[src/pkg/conv_pkg.sv]
// Constants shared by the converter compare and scan control logic
package conv_pkg;

    // Register byte offsets (aliases sit at +0x4, +0x8, +0xC)
    localparam logic [11:0] OFF_BUF14 = 12'h7E0;
    localparam logic [11:0] OFF_BUF15 = 12'h7F0;
    localparam logic [11:0] OFF_CON_MAIN = 12'h800;
    localparam logic [11:0] OFF_CON_REFBUF = 12'h810;
    localparam logic [11:0] OFF_CON_TIMING = 12'h820;
    localparam logic [11:0] OFF_CHAN_SEL = 12'h840;
    localparam logic [11:0] OFF_SCAN_SEL = 12'h850;
    localparam logic [11:0] OFF_CMP_SCAN = 12'h870;
    localparam logic [11:0] OFF_HIT = 12'h880;
    localparam logic [11:0] OFF_IRQ_STATUS = 12'h890;
    localparam logic [11:0] OFF_IRQ_MASK = 12'h8A0;

    // Implemented bits of each register
    localparam logic [31:0] MASK_BUF = 32'hFFFF_FFFF;
    localparam logic [31:0] MASK_CON_MAIN = 32'h0000_A7EF;
    localparam logic [31:0] MASK_CON_REFBUF = 32'h0000_FCBE;
    localparam logic [31:0] MASK_CON_TIMING = 32'h0000_DFFF;
    localparam logic [31:0] MASK_CHAN_SEL = 32'h0000_00FF;
    localparam logic [31:0] MASK_SCAN_SEL = 32'h7000_3FFF;
    localparam logic [31:0] MASK_CMP_SCAN = 32'h0000_D30F;
    localparam logic [31:0] MASK_HIT = 32'h0000_3FFF;
    localparam logic [31:0] MASK_IRQ = 32'h0000_0007;

    // Reset value of every register
    localparam logic [31:0] RESET_VALUE = 32'h0000_0000;

    // Field positions
    localparam int POS_ON = 15;
    localparam int POS_ORDINARY_SCAN = 10;
    localparam int POS_SMPI_LO = 2;
    localparam int POS_AUTO_SCAN = 15;
    localparam int POS_ASINT_LO = 8;
    localparam int POS_WM_LO = 2;
    localparam int POS_CM_LO = 0;

    // Interrupt status bit positions
    localparam int IRQ_COUNT = 0;
    localparam int IRQ_MATCH = 1;
    localparam int IRQ_SCAN = 2;

    // Documented channel count of the hit and scan fields
    localparam int CHANNEL_COUNT = 14;

    // Alias write kinds from address bits 3:2
    typedef enum logic [1:0] {
        WR_PLAIN,
        WR_CLEAR,
        WR_SET,
        WR_INVERT
    } write_kind_t;

    // Compare modes
    typedef enum logic [1:0] {
        CMP_LESS,
        CMP_GREATER,
        CMP_INSIDE,
        CMP_OUTSIDE
    } compare_mode_t;

    // Apply a plain, clear, set or invert write and drop unimplemented bits
    function automatic logic [31:0] apply_write(input logic [31:0] cur, input logic [31:0] wd,
                                                input write_kind_t kind, input logic [31:0] mask);
        logic [31:0] res;
        res = wd;
        unique case (kind)
            WR_PLAIN: res = wd;
            WR_CLEAR: res = cur & ~wd;
            WR_SET: res = cur | wd;
            WR_INVERT: res = cur ^ wd;
        endcase
        return res & mask;
    endfunction : apply_write

endpackage : conv_pkg

[src/pkg/compare_if.sv]
// Carrier between the register block and the compare unit
`timescale 1ns/100ps
interface compare_if #(parameter int RESULT_W = 12);
    logic enable;
    logic sample_valid;
    logic [RESULT_W-1:0] sample;
    logic [4:0] channel;
    logic [1:0] mode;
    logic [31:0] low_bound;
    logic [31:0] high_bound;
    logic match;
    logic [4:0] match_channel;

    modport ctrl (output enable, sample_valid, sample, channel, mode, low_bound, high_bound,
                  input match, match_channel);
    modport unit (input enable, sample_valid, sample, channel, mode, low_bound, high_bound,
                  output match, match_channel);
endinterface : compare_if

[src/compare_unit.sv]
// Compares each conversion result against the buffer pair
`timescale 1ns/100ps
module compare_unit
    import conv_pkg::*;
(
    // Clock and reset
    input wire logic sys_clk,
    input wire logic rstn,
    // Compare carrier
    compare_if.unit cmp
);

    ////////////////////////////////////////////////////////////////////////////////
    wire [31:0] result_wide = 32'(cmp.sample);
    wire below = result_wide < cmp.low_bound;
    wire above = result_wide > cmp.low_bound;
    wire in_window = (result_wide >= cmp.low_bound) && (result_wide <= cmp.high_bound);
    logic hit;

    always_comb
    begin
        hit = 1'b0;
        unique case (compare_mode_t'(cmp.mode))
            CMP_LESS: hit = below;
            CMP_GREATER: hit = above;
            CMP_INSIDE: hit = in_window;
            CMP_OUTSIDE: hit = !in_window;
        endcase
    end

    ////////////////////////////////////////////////////////////////////////////////
    always_ff @(posedge sys_clk or negedge rstn)
    begin
        if (!rstn)
        begin
            cmp.match <= 1'b0;
            cmp.match_channel <= 5'h00;
        end
        else
        begin
            cmp.match <= cmp.enable && cmp.sample_valid && hit;
            cmp.match_channel <= cmp.channel;
        end
    end

endmodule : compare_unit

[src/converter_compare_scan_control.sv]
// Converter control, compare and scan registers behind an APB slave
// Notes on behaviour
// Mode 00 matches result below buffer value; mode 01 matches result above it.
// Mode 10 matches inside the buffer-pair window; mode 11 matches outside it.
// Auto-scan enabled overrides ordinary scan enable and samples-per-interrupt count.
// Auto-scan interrupt selection acts only while auto-scan is enabled.
// Interrupt raised after samples-per-interrupt plus one completed conversions.
// Each register except the interrupt status has clear, set, invert aliases at +0x4, +0x8, +0xC.
// Unimplemented bits read zero and ignore writes.
// Reset loads every register of the block with zero.
// A compare match sets that channel's bit in the hit register.
`timescale 1ns/100ps
module converter_compare_scan_control
    import conv_pkg::*;
#(
    parameter int RESULT_W = 12,
    parameter int CHANNELS = CHANNEL_COUNT
)
(
    // Clock and reset
    input wire logic sys_clk,
    input wire logic rstn,
    // APB slave
    input wire logic [11:0] paddr,
    input wire logic psel,
    input wire logic penable,
    input wire logic pwrite,
    input wire logic [31:0] pwdata,
    output logic [31:0] prdata,
    output logic pready,
    output logic pslverr,
    // Converter results
    input wire logic conv_valid,
    input wire logic [RESULT_W-1:0] conv_result,
    input wire logic [4:0] conv_channel,
    input wire logic scan_end,
    // Control outputs
    output logic converter_on,
    output logic scan_active,
    output logic [CHANNELS-1:0] scan_inputs,
    output logic compare_match,
    // Interrupt
    output logic irq
);

    if (RESULT_W < 1 || RESULT_W > 32)
    begin : check_result_w
        $error("RESULT_W must lie between 1 and 32");
    end
    if (CHANNELS < 1 || CHANNELS > CHANNEL_COUNT)
    begin : check_channels
        $error("CHANNELS must lie between 1 and 14");
    end

    ////////////////////////////////////////////////////////////////////////////////
    // Registers
    logic [31:0] buf14;
    logic [31:0] buf15;
    logic [31:0] con_main;
    logic [31:0] con_refbuf;
    logic [31:0] con_timing;
    logic [31:0] chan_sel;
    logic [31:0] scan_sel;
    logic [31:0] cmp_scan;
    logic [31:0] hit_flags;
    logic [31:0] irq_status;
    logic [31:0] irq_mask;
    logic [3:0] sample_count;

    ////////////////////////////////////////////////////////////////////////////////
    // Bus decode
    wire [11:0] base_addr = {paddr[11:4], 4'h0};
    wire write_kind_t wkind = write_kind_t'(paddr[3:2]);
    wire setup_phase = psel && !penable;
    wire access_phase = psel && penable;
    wire wr_access = access_phase && pwrite;
    wire rd_access = access_phase && !pwrite;

    wire sel_buf14 = base_addr == OFF_BUF14;
    wire sel_buf15 = base_addr == OFF_BUF15;
    wire sel_con_main = base_addr == OFF_CON_MAIN;
    wire sel_con_refbuf = base_addr == OFF_CON_REFBUF;
    wire sel_con_timing = base_addr == OFF_CON_TIMING;
    wire sel_chan_sel = base_addr == OFF_CHAN_SEL;
    wire sel_scan_sel = base_addr == OFF_SCAN_SEL;
    wire sel_cmp_scan = base_addr == OFF_CMP_SCAN;
    wire sel_hit = base_addr == OFF_HIT;
    wire sel_irq_status = base_addr == OFF_IRQ_STATUS;
    wire sel_irq_mask = base_addr == OFF_IRQ_MASK;
    wire mapped = sel_buf14 || sel_buf15 || sel_con_main || sel_con_refbuf || sel_con_timing
        || sel_chan_sel || sel_scan_sel || sel_cmp_scan || sel_hit || sel_irq_status
        || sel_irq_mask;

    // Read mux; every register already holds zero in unimplemented bits
    logic [31:0] read_value;
    always_comb
    begin
        read_value = 32'h0000_0000;
        if (sel_buf14)
            read_value = buf14;
        else if (sel_buf15)
            read_value = buf15;
        else if (sel_con_main)
            read_value = con_main;
        else if (sel_con_refbuf)
            read_value = con_refbuf;
        else if (sel_con_timing)
            read_value = con_timing;
        else if (sel_chan_sel)
            read_value = chan_sel;
        else if (sel_scan_sel)
            read_value = scan_sel;
        else if (sel_cmp_scan)
            read_value = cmp_scan;
        else if (sel_hit)
            read_value = hit_flags;
        else if (sel_irq_status)
            read_value = irq_status;
        else if (sel_irq_mask)
            read_value = irq_mask;
    end

    // Answer is prepared at the setup edge, so the access phase ends at once
    assign pready = access_phase;

    always_ff @(posedge sys_clk or negedge rstn)
    begin
        if (!rstn)
        begin
            prdata <= 32'h0000_0000;
            pslverr <= 1'b0;
        end
        else if (setup_phase)
        begin
            prdata <= pwrite ? 32'h0000_0000 : read_value;
            pslverr <= !mapped;
        end
    end

    ////////////////////////////////////////////////////////////////////////////////
    // Register writes through the plain and alias addresses
    wire wr_ok = wr_access && mapped;

    always_ff @(posedge sys_clk or negedge rstn)
    begin
        if (!rstn)
        begin
            buf14 <= RESET_VALUE;
            buf15 <= RESET_VALUE;
            con_main <= RESET_VALUE;
            con_refbuf <= RESET_VALUE;
            con_timing <= RESET_VALUE;
            chan_sel <= RESET_VALUE;
            scan_sel <= RESET_VALUE;
            cmp_scan <= RESET_VALUE;
            irq_mask <= RESET_VALUE;
        end
        else if (wr_ok)
        begin
            if (sel_buf14)
                buf14 <= apply_write(buf14, pwdata, wkind, MASK_BUF);
            if (sel_buf15)
                buf15 <= apply_write(buf15, pwdata, wkind, MASK_BUF);
            if (sel_con_main)
                con_main <= apply_write(con_main, pwdata, wkind, MASK_CON_MAIN);
            if (sel_con_refbuf)
                con_refbuf <= apply_write(con_refbuf, pwdata, wkind, MASK_CON_REFBUF);
            if (sel_con_timing)
                con_timing <= apply_write(con_timing, pwdata, wkind, MASK_CON_TIMING);
            if (sel_chan_sel)
                chan_sel <= apply_write(chan_sel, pwdata, wkind, MASK_CHAN_SEL);
            if (sel_scan_sel)
                scan_sel <= apply_write(scan_sel, pwdata, wkind, MASK_SCAN_SEL);
            if (sel_cmp_scan)
                cmp_scan <= apply_write(cmp_scan, pwdata, wkind, MASK_CMP_SCAN);
            if (sel_irq_mask)
                irq_mask <= apply_write(irq_mask, pwdata, wkind, MASK_IRQ);
        end
    end

    ////////////////////////////////////////////////////////////////////////////////
    // Field decode
    wire conv_enabled = con_main[POS_ON];
    wire ordinary_scan_enable = con_refbuf[POS_ORDINARY_SCAN];
    wire [3:0] samples_per_interrupt = con_refbuf[POS_SMPI_LO +: 4];
    wire auto_scan_enable = cmp_scan[POS_AUTO_SCAN];
    wire [1:0] auto_scan_interrupt_select = cmp_scan[POS_ASINT_LO +: 2];
    wire [1:0] write_mode_select = cmp_scan[POS_WM_LO +: 2];
    wire [1:0] compare_mode_select = cmp_scan[POS_CM_LO +: 2];
    wire [CHANNELS-1:0] scan_input_bits = scan_sel[CHANNELS-1:0];

    wire sample_taken = conv_valid && conv_enabled;
    wire count_done = sample_count == samples_per_interrupt;

    ////////////////////////////////////////////////////////////////////////////////
    // Compare unit
    compare_if #(.RESULT_W(RESULT_W)) cmp ();

    assign cmp.enable = conv_enabled && (write_mode_select != 2'b00);
    assign cmp.sample_valid = conv_valid;
    assign cmp.sample = conv_result;
    assign cmp.channel = conv_channel;
    assign cmp.mode = compare_mode_select;
    assign cmp.low_bound = buf14;
    assign cmp.high_bound = buf15;

    compare_unit u_compare (
        .sys_clk(sys_clk),
        .rstn(rstn),
        .cmp(cmp)
    );

    ////////////////////////////////////////////////////////////////////////////////
    // Channel hit flags; a hit wins over a clear in the same cycle
    wire match_in_range = cmp.match && (cmp.match_channel < 5'(CHANNELS));
    wire [31:0] hit_set = match_in_range ? (32'h1 << cmp.match_channel) : 32'h0;
    wire hit_clear_write = wr_ok && sel_hit && (wkind != WR_PLAIN);
    wire [31:0] hit_after_write = hit_clear_write
        ? apply_write(hit_flags, pwdata, wkind, MASK_HIT) : hit_flags;

    always_ff @(posedge sys_clk or negedge rstn)
    begin
        if (!rstn)
            hit_flags <= RESET_VALUE;
        else
            hit_flags <= (hit_after_write | hit_set) & MASK_HIT;
    end

    ////////////////////////////////////////////////////////////////////////////////
    // Conversion counter for the samples-per-interrupt event
    always_ff @(posedge sys_clk or negedge rstn)
    begin
        if (!rstn)
            sample_count <= 4'h0;
        else if (auto_scan_enable || !conv_enabled)
            sample_count <= 4'h0;
        else if (sample_taken)
            sample_count <= count_done ? 4'h0 : sample_count + 4'h1;
    end

    ////////////////////////////////////////////////////////////////////////////////
    // Interrupt events
    wire ev_count = sample_taken && count_done && !auto_scan_enable;
    wire ev_match = cmp.match && (!auto_scan_enable || auto_scan_interrupt_select[0]);
    wire ev_scan = scan_end && conv_enabled && auto_scan_enable
        && auto_scan_interrupt_select[1];
    wire [31:0] irq_events = {29'h0, ev_scan, ev_match, ev_count};
    wire status_read = rd_access && sel_irq_status;
    // A read clears only the bits it returned, so an event after the setup edge is kept
    wire [31:0] status_kept = status_read ? (irq_status & ~prdata) : irq_status;
    wire [31:0] next_irq_status = (status_kept | irq_events) & MASK_IRQ;

    // Reading the status clears it; an event in the same cycle survives
    always_ff @(posedge sys_clk or negedge rstn)
    begin
        if (!rstn)
            irq_status <= RESET_VALUE;
        else
            irq_status <= next_irq_status;
    end

    ////////////////////////////////////////////////////////////////////////////////
    // Outputs
    always_ff @(posedge sys_clk or negedge rstn)
    begin
        if (!rstn)
        begin
            converter_on <= 1'b0;
            scan_active <= 1'b0;
            scan_inputs <= '0;
            compare_match <= 1'b0;
            irq <= 1'b0;
        end
        else
        begin
            converter_on <= conv_enabled;
            scan_active <= conv_enabled && (auto_scan_enable || ordinary_scan_enable);
            scan_inputs <= scan_input_bits;
            compare_match <= cmp.match;
            irq <= |(next_irq_status & irq_mask);
        end
    end

endmodule : converter_compare_scan_control

[config.mk]
export PLATFORM = sky130hd
export DESIGN_NAME = converter_compare_scan_control
export DESIGN_NICKNAME = d
export VERILOG_FILES = /design/src/pkg/conv_pkg.sv /design/src/pkg/compare_if.sv /design/src/compare_unit.sv /design/src/converter_compare_scan_control.sv
export SDC_FILE = /design/constraint.sdc
export NUM_CORES = 1
export LEC_CHECK = 0
export ABC_AREA = 1
export BUFFER_PORTS_ARGS = -buffer_cell sky130_fd_sc_hd__buf_2
export CAP_MARGIN = 5
export CORE_MARGIN = 2
export CORE_UTILIZATION = 50
export DETAILED_ROUTE_END_ITERATION = 8
export MAX_ROUTING_LAYER = met4
export PLACE_DENSITY = 0.79
export SKIP_LAST_GASP = 1
export SLEW_MARGIN = 20
export SYNTH_ARGS = -nofsm -noshare
export SYNTH_HDL_FRONTEND = slang
export SYNTH_SLANG_ARGS = --single-unit
[constraint.sdc]
create_clock -name sys_clk -period 1.8 [get_ports sys_clk]
set_input_delay 0.36 -clock sys_clk [delete_from_list [all_inputs] [get_ports sys_clk]]
set_output_delay 0.36 -clock sys_clk [all_outputs]
set_load 0.01 [all_outputs]
==> impl_summary.log, run 1 <==
[metrics] result of the run: complete, but fails checks
[metrics] violations in the final reports: setup timing
[metrics] number of clock buffers inserted by TritonCTS: 27
[metrics] number of antenna violations at the first check in global routing: 0
[metrics] clock transition at the registers of the reported paths: 0.06 ns
[metrics] vias after detailed routing: 17020
[metrics] number of nets with antenna violations after routing: 0
[metrics] fraction of layout cells with a size suffix above 1: 0.161
[metrics] worst slew slack as a fraction of its limit: 0.555
[metrics] Clock Latency Late Sink: 0.56 ns
[metrics] commonest cells after routing, fill and taps aside: 616 x nand2_1, 325 x ha_1, 254 x inv_1
[metrics] Net Sw Power: 0.00343 W
[metrics] Lkg Pwr: 10.6 nW
[metrics] kind of path behind the tightest hold check: in -> reg
[metrics] Setup Skew: 0.0195 ns
[metrics] starting density of the core: 0.505
[metrics] Critical Path Sink Type: flip-flop
[metrics] die footprint: 0.0361 mm^2
[metrics] leading cell type in the layout, fill and taps excluded: nand2_1
[metrics] global-route congestion overflow total: 0
[metrics] wire length of the first global-routing pass: 90.9 mm
[metrics] setup repair after global routing missed its margin: true
[metrics] transition time of the tightest slew-check pin: 0.667 ns
[metrics] DR iter-0 viols: 1648
[metrics] core region area: 0.0343 mm^2
[metrics] die span in x: 190 um
[metrics] share of Yosys cell area claimed by the top area cell type: 0.315
[metrics] global-route usage over all layers: 0.325
[metrics] post-route fraction of the period consumed by the critical path: 1.01
[metrics] ratio of routed vias to standard cells: 5.93
[metrics] metal2 WL: 26.5 mm
[metrics] first drt pass iteration count: 7
[metrics] combinational share of power: 0.135
[metrics] final hold violation count: 0
[metrics] final hold slack: 0.142 ns
[metrics] Gate Count Post-Synth: 2172
[metrics] H-tree depth: 1
[metrics] wire length per cell after detailed routing: 19.9 um
[metrics] fin. max-slew vios: 0
[metrics] register share of total power: 0.394
[metrics] vias in the first global route: 17334
[metrics] maximum number of buffers from clock root to sink: 3
[metrics] pwr/cell area: 598 mW/mm^2
[metrics] Peak Freq: 552 MHz
[metrics] post-layout utilization of the core: 0.613
[metrics] part of the Yosys area used for sequential elements: 0.315
[metrics] arrival time at the worst endpoint: 2.27 ns
[metrics] type of element launching the critical path: flip-flop
[metrics] sink count of the clock tree: 218
[metrics] synth-to-layout area growth: 21.4%
[metrics] mean area per synthesized cell: 7.97 um^2
[metrics] highest routed layer: met4
[metrics] CTS tree: yes
[metrics] Internal Dissipation: 0.00915 W
[metrics] Routed WL: 57.3 mm
[metrics] met1 wire length: 22.9 mm
[metrics] post-synthesis instance area: 0.0173 mm^2
[metrics] die outline height: 190 um
[metrics] site row count: 68
[metrics] switching share of total power: 0.273
[metrics] final worst-path setup slack: -0.0119 ns
[metrics] maximum number of pins on one net before global-route repair: 62
[metrics] number of failing setup endpoints in the final timing report: 1
[metrics] clock share of power: 0.471
[metrics] cell chosen for the clock root: clkbuf_16
[metrics] count of unique library cells instantiated by Yosys: 40
[metrics] placement-stage cell area: 0.0198 mm^2
[metrics] total nets after synthesis: 2573
[metrics] Max FO, Critical Path: 3
[metrics] shortest period the worst path allows: 1.81 ns
[metrics] max-capacitance violation count: 0
[metrics] cell taking the most area after synthesis: dfrtp_1
[metrics] diode count: 0
[metrics] Max IR drop VDD: 0.713 mV
[metrics] Data required, critical path: 2.25 ns
[metrics] Detail Route met3 WL: 4.18 mm
[metrics] placer congestion estimate: 0.946
[metrics] synthesis-stage register bit count: 218
[metrics] yosys warns: 0
[metrics] type of the setup path with the least slack: reg -> reg
[metrics] Port Buffer Count: 117
[metrics] nets: 2796
[metrics] final routed DRC violation total: 0
[metrics] post-route cell area: 0.0210 mm^2
[metrics] hpwl dp: 41.1 mm
[metrics] top cells by area, synth: dfrtp_1 32%, ha_1 24%, nand2_1 14%
[metrics] # IOs: 120
-- per-stage QoR --
step / total power, W / setup WS [ns] / TNS [ns] / instances
finish: 0.0126 / -0.0119 / -0.0119 / 2871
global placement: 0.00659 / -0.448 / -45.62 / 2803
floorplan: 0.00592 / -0.161 / -13.93 / 2172
CTS: 0.0126 / 0.000311 / 0 / 2860
detailed placement: 0.00668 / -0.465 / -53.45 / 2803
global route: 0.0130 / -0.0880 / -0.0880 / 2871
-- Yosys cell counts, drive strengths merged --
cell     number
o2111ai     127
ha          333
nand3        46
nand4        30
nand2       625
a32o          2
clkbuf       75
o21a          3
nor4          3
a21oi        29
o22ai        31
a22o         13
o211ai       19
xnor2         5
dfrtp       218
nor3          7
buf          25
o21bai        2
o21ai       206
o31ai         1
nor2         74
o221ai        3
a22oi         1
xor2          1
a211oi       18
nor3b         1
clkinv        1
a31oi         1
inv         266
a21o          1
nand3b        5
-- routing by layer --
layer,vias to the layer above,GRT usage
met5,-,-
met4,0,0.191
met3,234,0.0430
met2,819,0.517
met1,8157,0.398
li1,7810,-
-- path summary, 6_finish.rpt --
path	start	end	slack [ns]	cells after the start
max	buf14[4]	u_compare.cmp.match	-0.01	11
min reg2reg	scan_sel[9]	scan_inputs[9]	0.41	0
min in group asynchronous	rstn	hit_flags[9]	0.29	2
min	scan_end	irq_status[2]	0.14	3
max in group asynchronous	rstn	buf14[12]	0.83	3
max reg2reg	buf14[4]	u_compare.cmp.match	-0.01	11
-- worst max-delay path: stages, from the launching register on --
cell and delay [ns]:
dfrtp_1 0.37, inv_1 0.09, ha_1 0.28, nand2_1 0.07
nor2_2 0.16, nand2_1 0.08, nor3_2 0.22, nand3_1 0.11
nand2_1 0.07, nand2_1 0.07, a21oi_1 0.13, nor2_1 0.06
-- layout make-up --
| cell class | instances | area [um^2] |
|---|---|---|
| well taps | 455 | 569 |
| flip-flops and latches | 218 | 5460 |
| clock buffers | 37 | 783 |
| inverters | 267 | 1030 |
| fillers | 2885 | 13300 |
| clock inverters | 13 | 171 |
| multi-input cells | 1587 | 10600 |
| repair buffers | 294 | 2390 |
-- cells by family (layout without fill, tap and decap cells) --
group	after synthesis	count (layout)	synth area share
xor+xnor	6	6	0.00304
flops	218	218	0.315
fa+ha+maj	333	333	0.241
simple gates	791	791	0.186
buf+inv	367	611	0.0823
compound gates	457	457	0.173
-- registers in the layout, summed over array words and instances, names as in the netlist, 3 cells and up --
| name | flops |
|---|---|
| con_refbuf | 12 |
| u_compare.cmp.match_channel | 5 |
| con_main | 12 |
| prdata | 32 |
| irq_status | 3 |
| scan_inputs | 14 |
| con_timing | 15 |
| sample_count | 4 |
| chan_sel | 8 |
| hit_flags | 14 |
| scan_sel | 17 |
| irq_mask | 3 |
| buf14 | 32 |
| cmp_scan | 9 |
| buf15 | 32 |
-- power by group through the flow --
| stage | Sequential [W] | Combinational [W] | Clock, W |
|---|---|---|---|
| floorplan | 0.00504 | 0.000883 | 0 |
| global placement | 0.00504 | 0.00154 | 0 |
| detailed placement | 0.00504 | 0.00164 | 0 |
| CTS | 0.00496 | 0.00166 | 0.00598 |
| global route | 0.00496 | 0.00187 | 0.00616 |
| finish | 0.00496 | 0.00170 | 0.00593 |
-- timing repair --
action                                  in CTS  in global routing
hold buffers                                 6                  0
endpoints found under the hold margin       40                  0
pin swaps                                    2                  8
resized for setup                            5                 21
setup buffers                                1                 11
endpoints found under the setup margin       1                 29
Note: power is estimated with default switching activity, not from simulation.
==> inputs of run 2 (changes only) <==
--- a/config.mk
+++ b/config.mk
@@ -9,12 +9,13 @@
 export BUFFER_PORTS_ARGS = -buffer_cell sky130_fd_sc_hd__buf_2
 export CAP_MARGIN = 5
 export CORE_MARGIN = 2
-export CORE_UTILIZATION = 50
+export CORE_UTILIZATION = 55
 export DETAILED_ROUTE_END_ITERATION = 8
 export MAX_ROUTING_LAYER = met4
-export PLACE_DENSITY = 0.79
+export PLACE_DENSITY = 0.85
 export SKIP_LAST_GASP = 1
 export SLEW_MARGIN = 20
 export SYNTH_ARGS = -nofsm -noshare
 export SYNTH_HDL_FRONTEND = slang
 export SYNTH_SLANG_ARGS = --single-unit
+export TNS_END_PERCENT = 5
==> impl_summary.log, run 2 (synthesis gave the netlist of run 1 again) <==
[metrics] sink count of the clock tree: 218
[metrics] result of the run: complete, but fails checks
[metrics] Largest regs: buf14 (32), buf15 (32), prdata (32)
[metrics] type of element launching the critical path: flip-flop
[metrics] post-route fraction of the period consumed by the critical path: 1.05
[metrics] number of nets with antenna violations after routing: 0
[metrics] count of buffer and inverter cells on the critical path: 4
[metrics] max-capacitance violation count: 0
[metrics] final worst-path setup slack: -0.0900 ns
[metrics] cell-by-cell trace of the critical path: inv_1, ha_1, nand2_1, nor2_2, buf_4, buf_4, buf_4, nand3b_1, nand3_1, nand2_1, a21oi_1, nor2_1
[metrics] leading cell type in the layout, fill and taps excluded: nand2_1
[metrics] site row count: 64
[metrics] Max FO, Critical Path: 3
[metrics] number of failing setup endpoints in the final timing report: 1
[metrics] number of fillers in the final layout: 2309
[metrics] maximum number of pins on one net before global-route repair: 67
[metrics] commonest cells after routing, fill and taps aside: 618 x nand2_1, 327 x ha_1, 252 x inv_1
[metrics] starting density of the core: 0.561
[metrics] pwr/cell area: 595 mW/mm^2
[metrics] nets: 2798
[metrics] die span in x: 181 um
[metrics] Critical Path Sink Type: flip-flop
[metrics] final hold slack: 0.153 ns
[metrics] Lkg Pwr: 10.7 nW
[metrics] combinational share of power: 0.140
[metrics] slowest cell on the critical path: dfrtp_1
[metrics] vias in the first global route: 17540
[metrics] fraction of layout cells with a size suffix above 1: 0.158
[metrics] register share of total power: 0.398
[metrics] transition time of the tightest slew-check pin: 0.636 ns
[metrics] H-tree depth: 1
[metrics] wire length per cell after detailed routing: 20.5 um
[metrics] first drt pass iteration count: 7
[metrics] worst slew slack as a fraction of its limit: 0.572
[metrics] number of antenna violations at the first check in global routing: 2
[metrics] CTS tree: yes
[metrics] Port Buffer Count: 117
[metrics] Routed WL: 57.6 mm
[metrics] type of the setup path with the least slack: reg -> reg
[metrics] wire length of the first global-routing pass: 91.2 mm
[metrics] global-route usage over all layers: 0.356
[metrics] Net Sw Power: 0.00344 W
[metrics] Peak Freq: 529 MHz
[metrics] ratio of routed vias to standard cells: 6.19
[metrics] most used cell along the critical path: buf_4
[metrics] die footprint: 0.0329 mm^2
[metrics] delay-heaviest family, CP: simple AND/OR/NAND/NOR gates
[metrics] worst stage delay on the critical path: 0.37 ns
[metrics] DR iter-0 viols: 1918
[metrics] hpwl dp: 40.8 mm
[metrics] final hold violation count: 0
[metrics] Data required, critical path: 2.24 ns
[metrics] placer congestion estimate: 0.977
[metrics] Setup Skew: 0.00843 ns
[metrics] final routed DRC violation total: 0
[metrics] core region area: 0.0308 mm^2
[metrics] die outline height: 181 um
[metrics] Clock Latency Late Sink: 0.55 ns
[metrics] synth-to-layout area growth: 21.1%
[metrics] number of clock buffers inserted by TritonCTS: 27
[metrics] vias after detailed routing: 17410
[metrics] # IOs: 120
[metrics] switching share of total power: 0.276
[metrics] clock share of power: 0.462
[metrics] global-route congestion overflow total: 0
[metrics] setup repair after global routing missed its margin: true
[metrics] maximum number of buffers from clock root to sink: 3
[metrics] shortest period the worst path allows: 1.89 ns
[metrics] fin. max-slew vios: 0
[metrics] arrival time at the worst endpoint: 2.33 ns
[metrics] Internal Dissipation: 0.00902 W
[metrics] violations in the final reports: setup timing
[metrics] cell chosen for the clock root: clkbuf_16
[metrics] kind of path behind the tightest hold check: in -> reg
[metrics] Max IR drop VDD: 0.703 mV
[metrics] pre-CTS worst setup slack: -0.379 ns
[metrics] clock transition at the registers of the reported paths: 0.06 ns
## run 2: worst reg2reg max path, cell delays in order, from the launching register on
cell      delay (ns)
dfrtp_1         0.37
inv_1           0.10
ha_1            0.29
nand2_1         0.06
nor2_2          0.12
buf_4           0.13
buf_4           0.10
buf_4           0.09
nand3b_1        0.10
nand3_1         0.13
nand2_1         0.06
a21oi_1         0.16
nor2_1          0.06
## run 2: cell type report
type / count / area [um^2] / share of cell area
multi-input combinational: 1587 / 10600 / 0.505
sequential: 218 / 5460 / 0.260
timing repair buffer: 296 / 2470 / 0.118
inverter: 267 / 1030 / 0.0492
clock buffer: 33 / 728 / 0.0347
tap: 396 / 495 / 0.0236
clock inverter: 15 / 194 / 0.00925
antenna: 2 / 5.00 / 0.000239
## run 2: final timing paths
check | start | end | slack [ns] | cells after the start
max | buf14[4] | u_compare.cmp.match | -0.09 | 12
min | scan_end | irq_status[2] | 0.15 | 3
max reg2reg | buf14[4] | u_compare.cmp.match | -0.09 | 12
min reg2reg | scan_sel[7] | scan_inputs[7] | 0.42 | 0
max in group asynchronous | rstn | buf14[5] | 0.79 | 3
min in group asynchronous | rstn | scan_inputs[2] | 0.30 | 2
## run 2: power by group through the flow
stage	Combinational, W	Sequential [W]	Clock [W]
after floorplan	0.000882	0.00504	0
after detailed placement	0.00166	0.00504	0
after global placement	0.00157	0.00504	0
after global routing	0.00191	0.00496	0.00595
after CTS	0.00170	0.00496	0.00579
final	0.00174	0.00496	0.00576
## run 2: metal layers
metal  wire (um)  GRT usage  share of wire
met5           0          -              0
met4        4050      0.212          0.070
met3        5500     0.0606          0.096
met2       26600      0.571           0.46
met1       21500      0.421           0.37
## run 2: what timing repair did
item	4_1_cts	5_1_grt
setup endpoints to repair	1	1
hold buffers	6	0
pin swaps	5	11
endpoints found under the hold margin	39	0
buffers inserted	5	7
resized for setup	16	6
## run 2: through the flow
step	cells	util	instance area, um^2	setup TNS, ns	power, W
CTS	2805	0.677	20900	0	0.0125
floorplan	2172	-	17400	-15.59	0.00592
global route	2814	0.680	21000	-0.176	0.0128
finish	2814	0.680	21000	-0.0900	0.0125
detailed placement	2746	0.641	19800	-48.21	0.00671
global placement	2746	0.641	19800	-42.49	0.00661
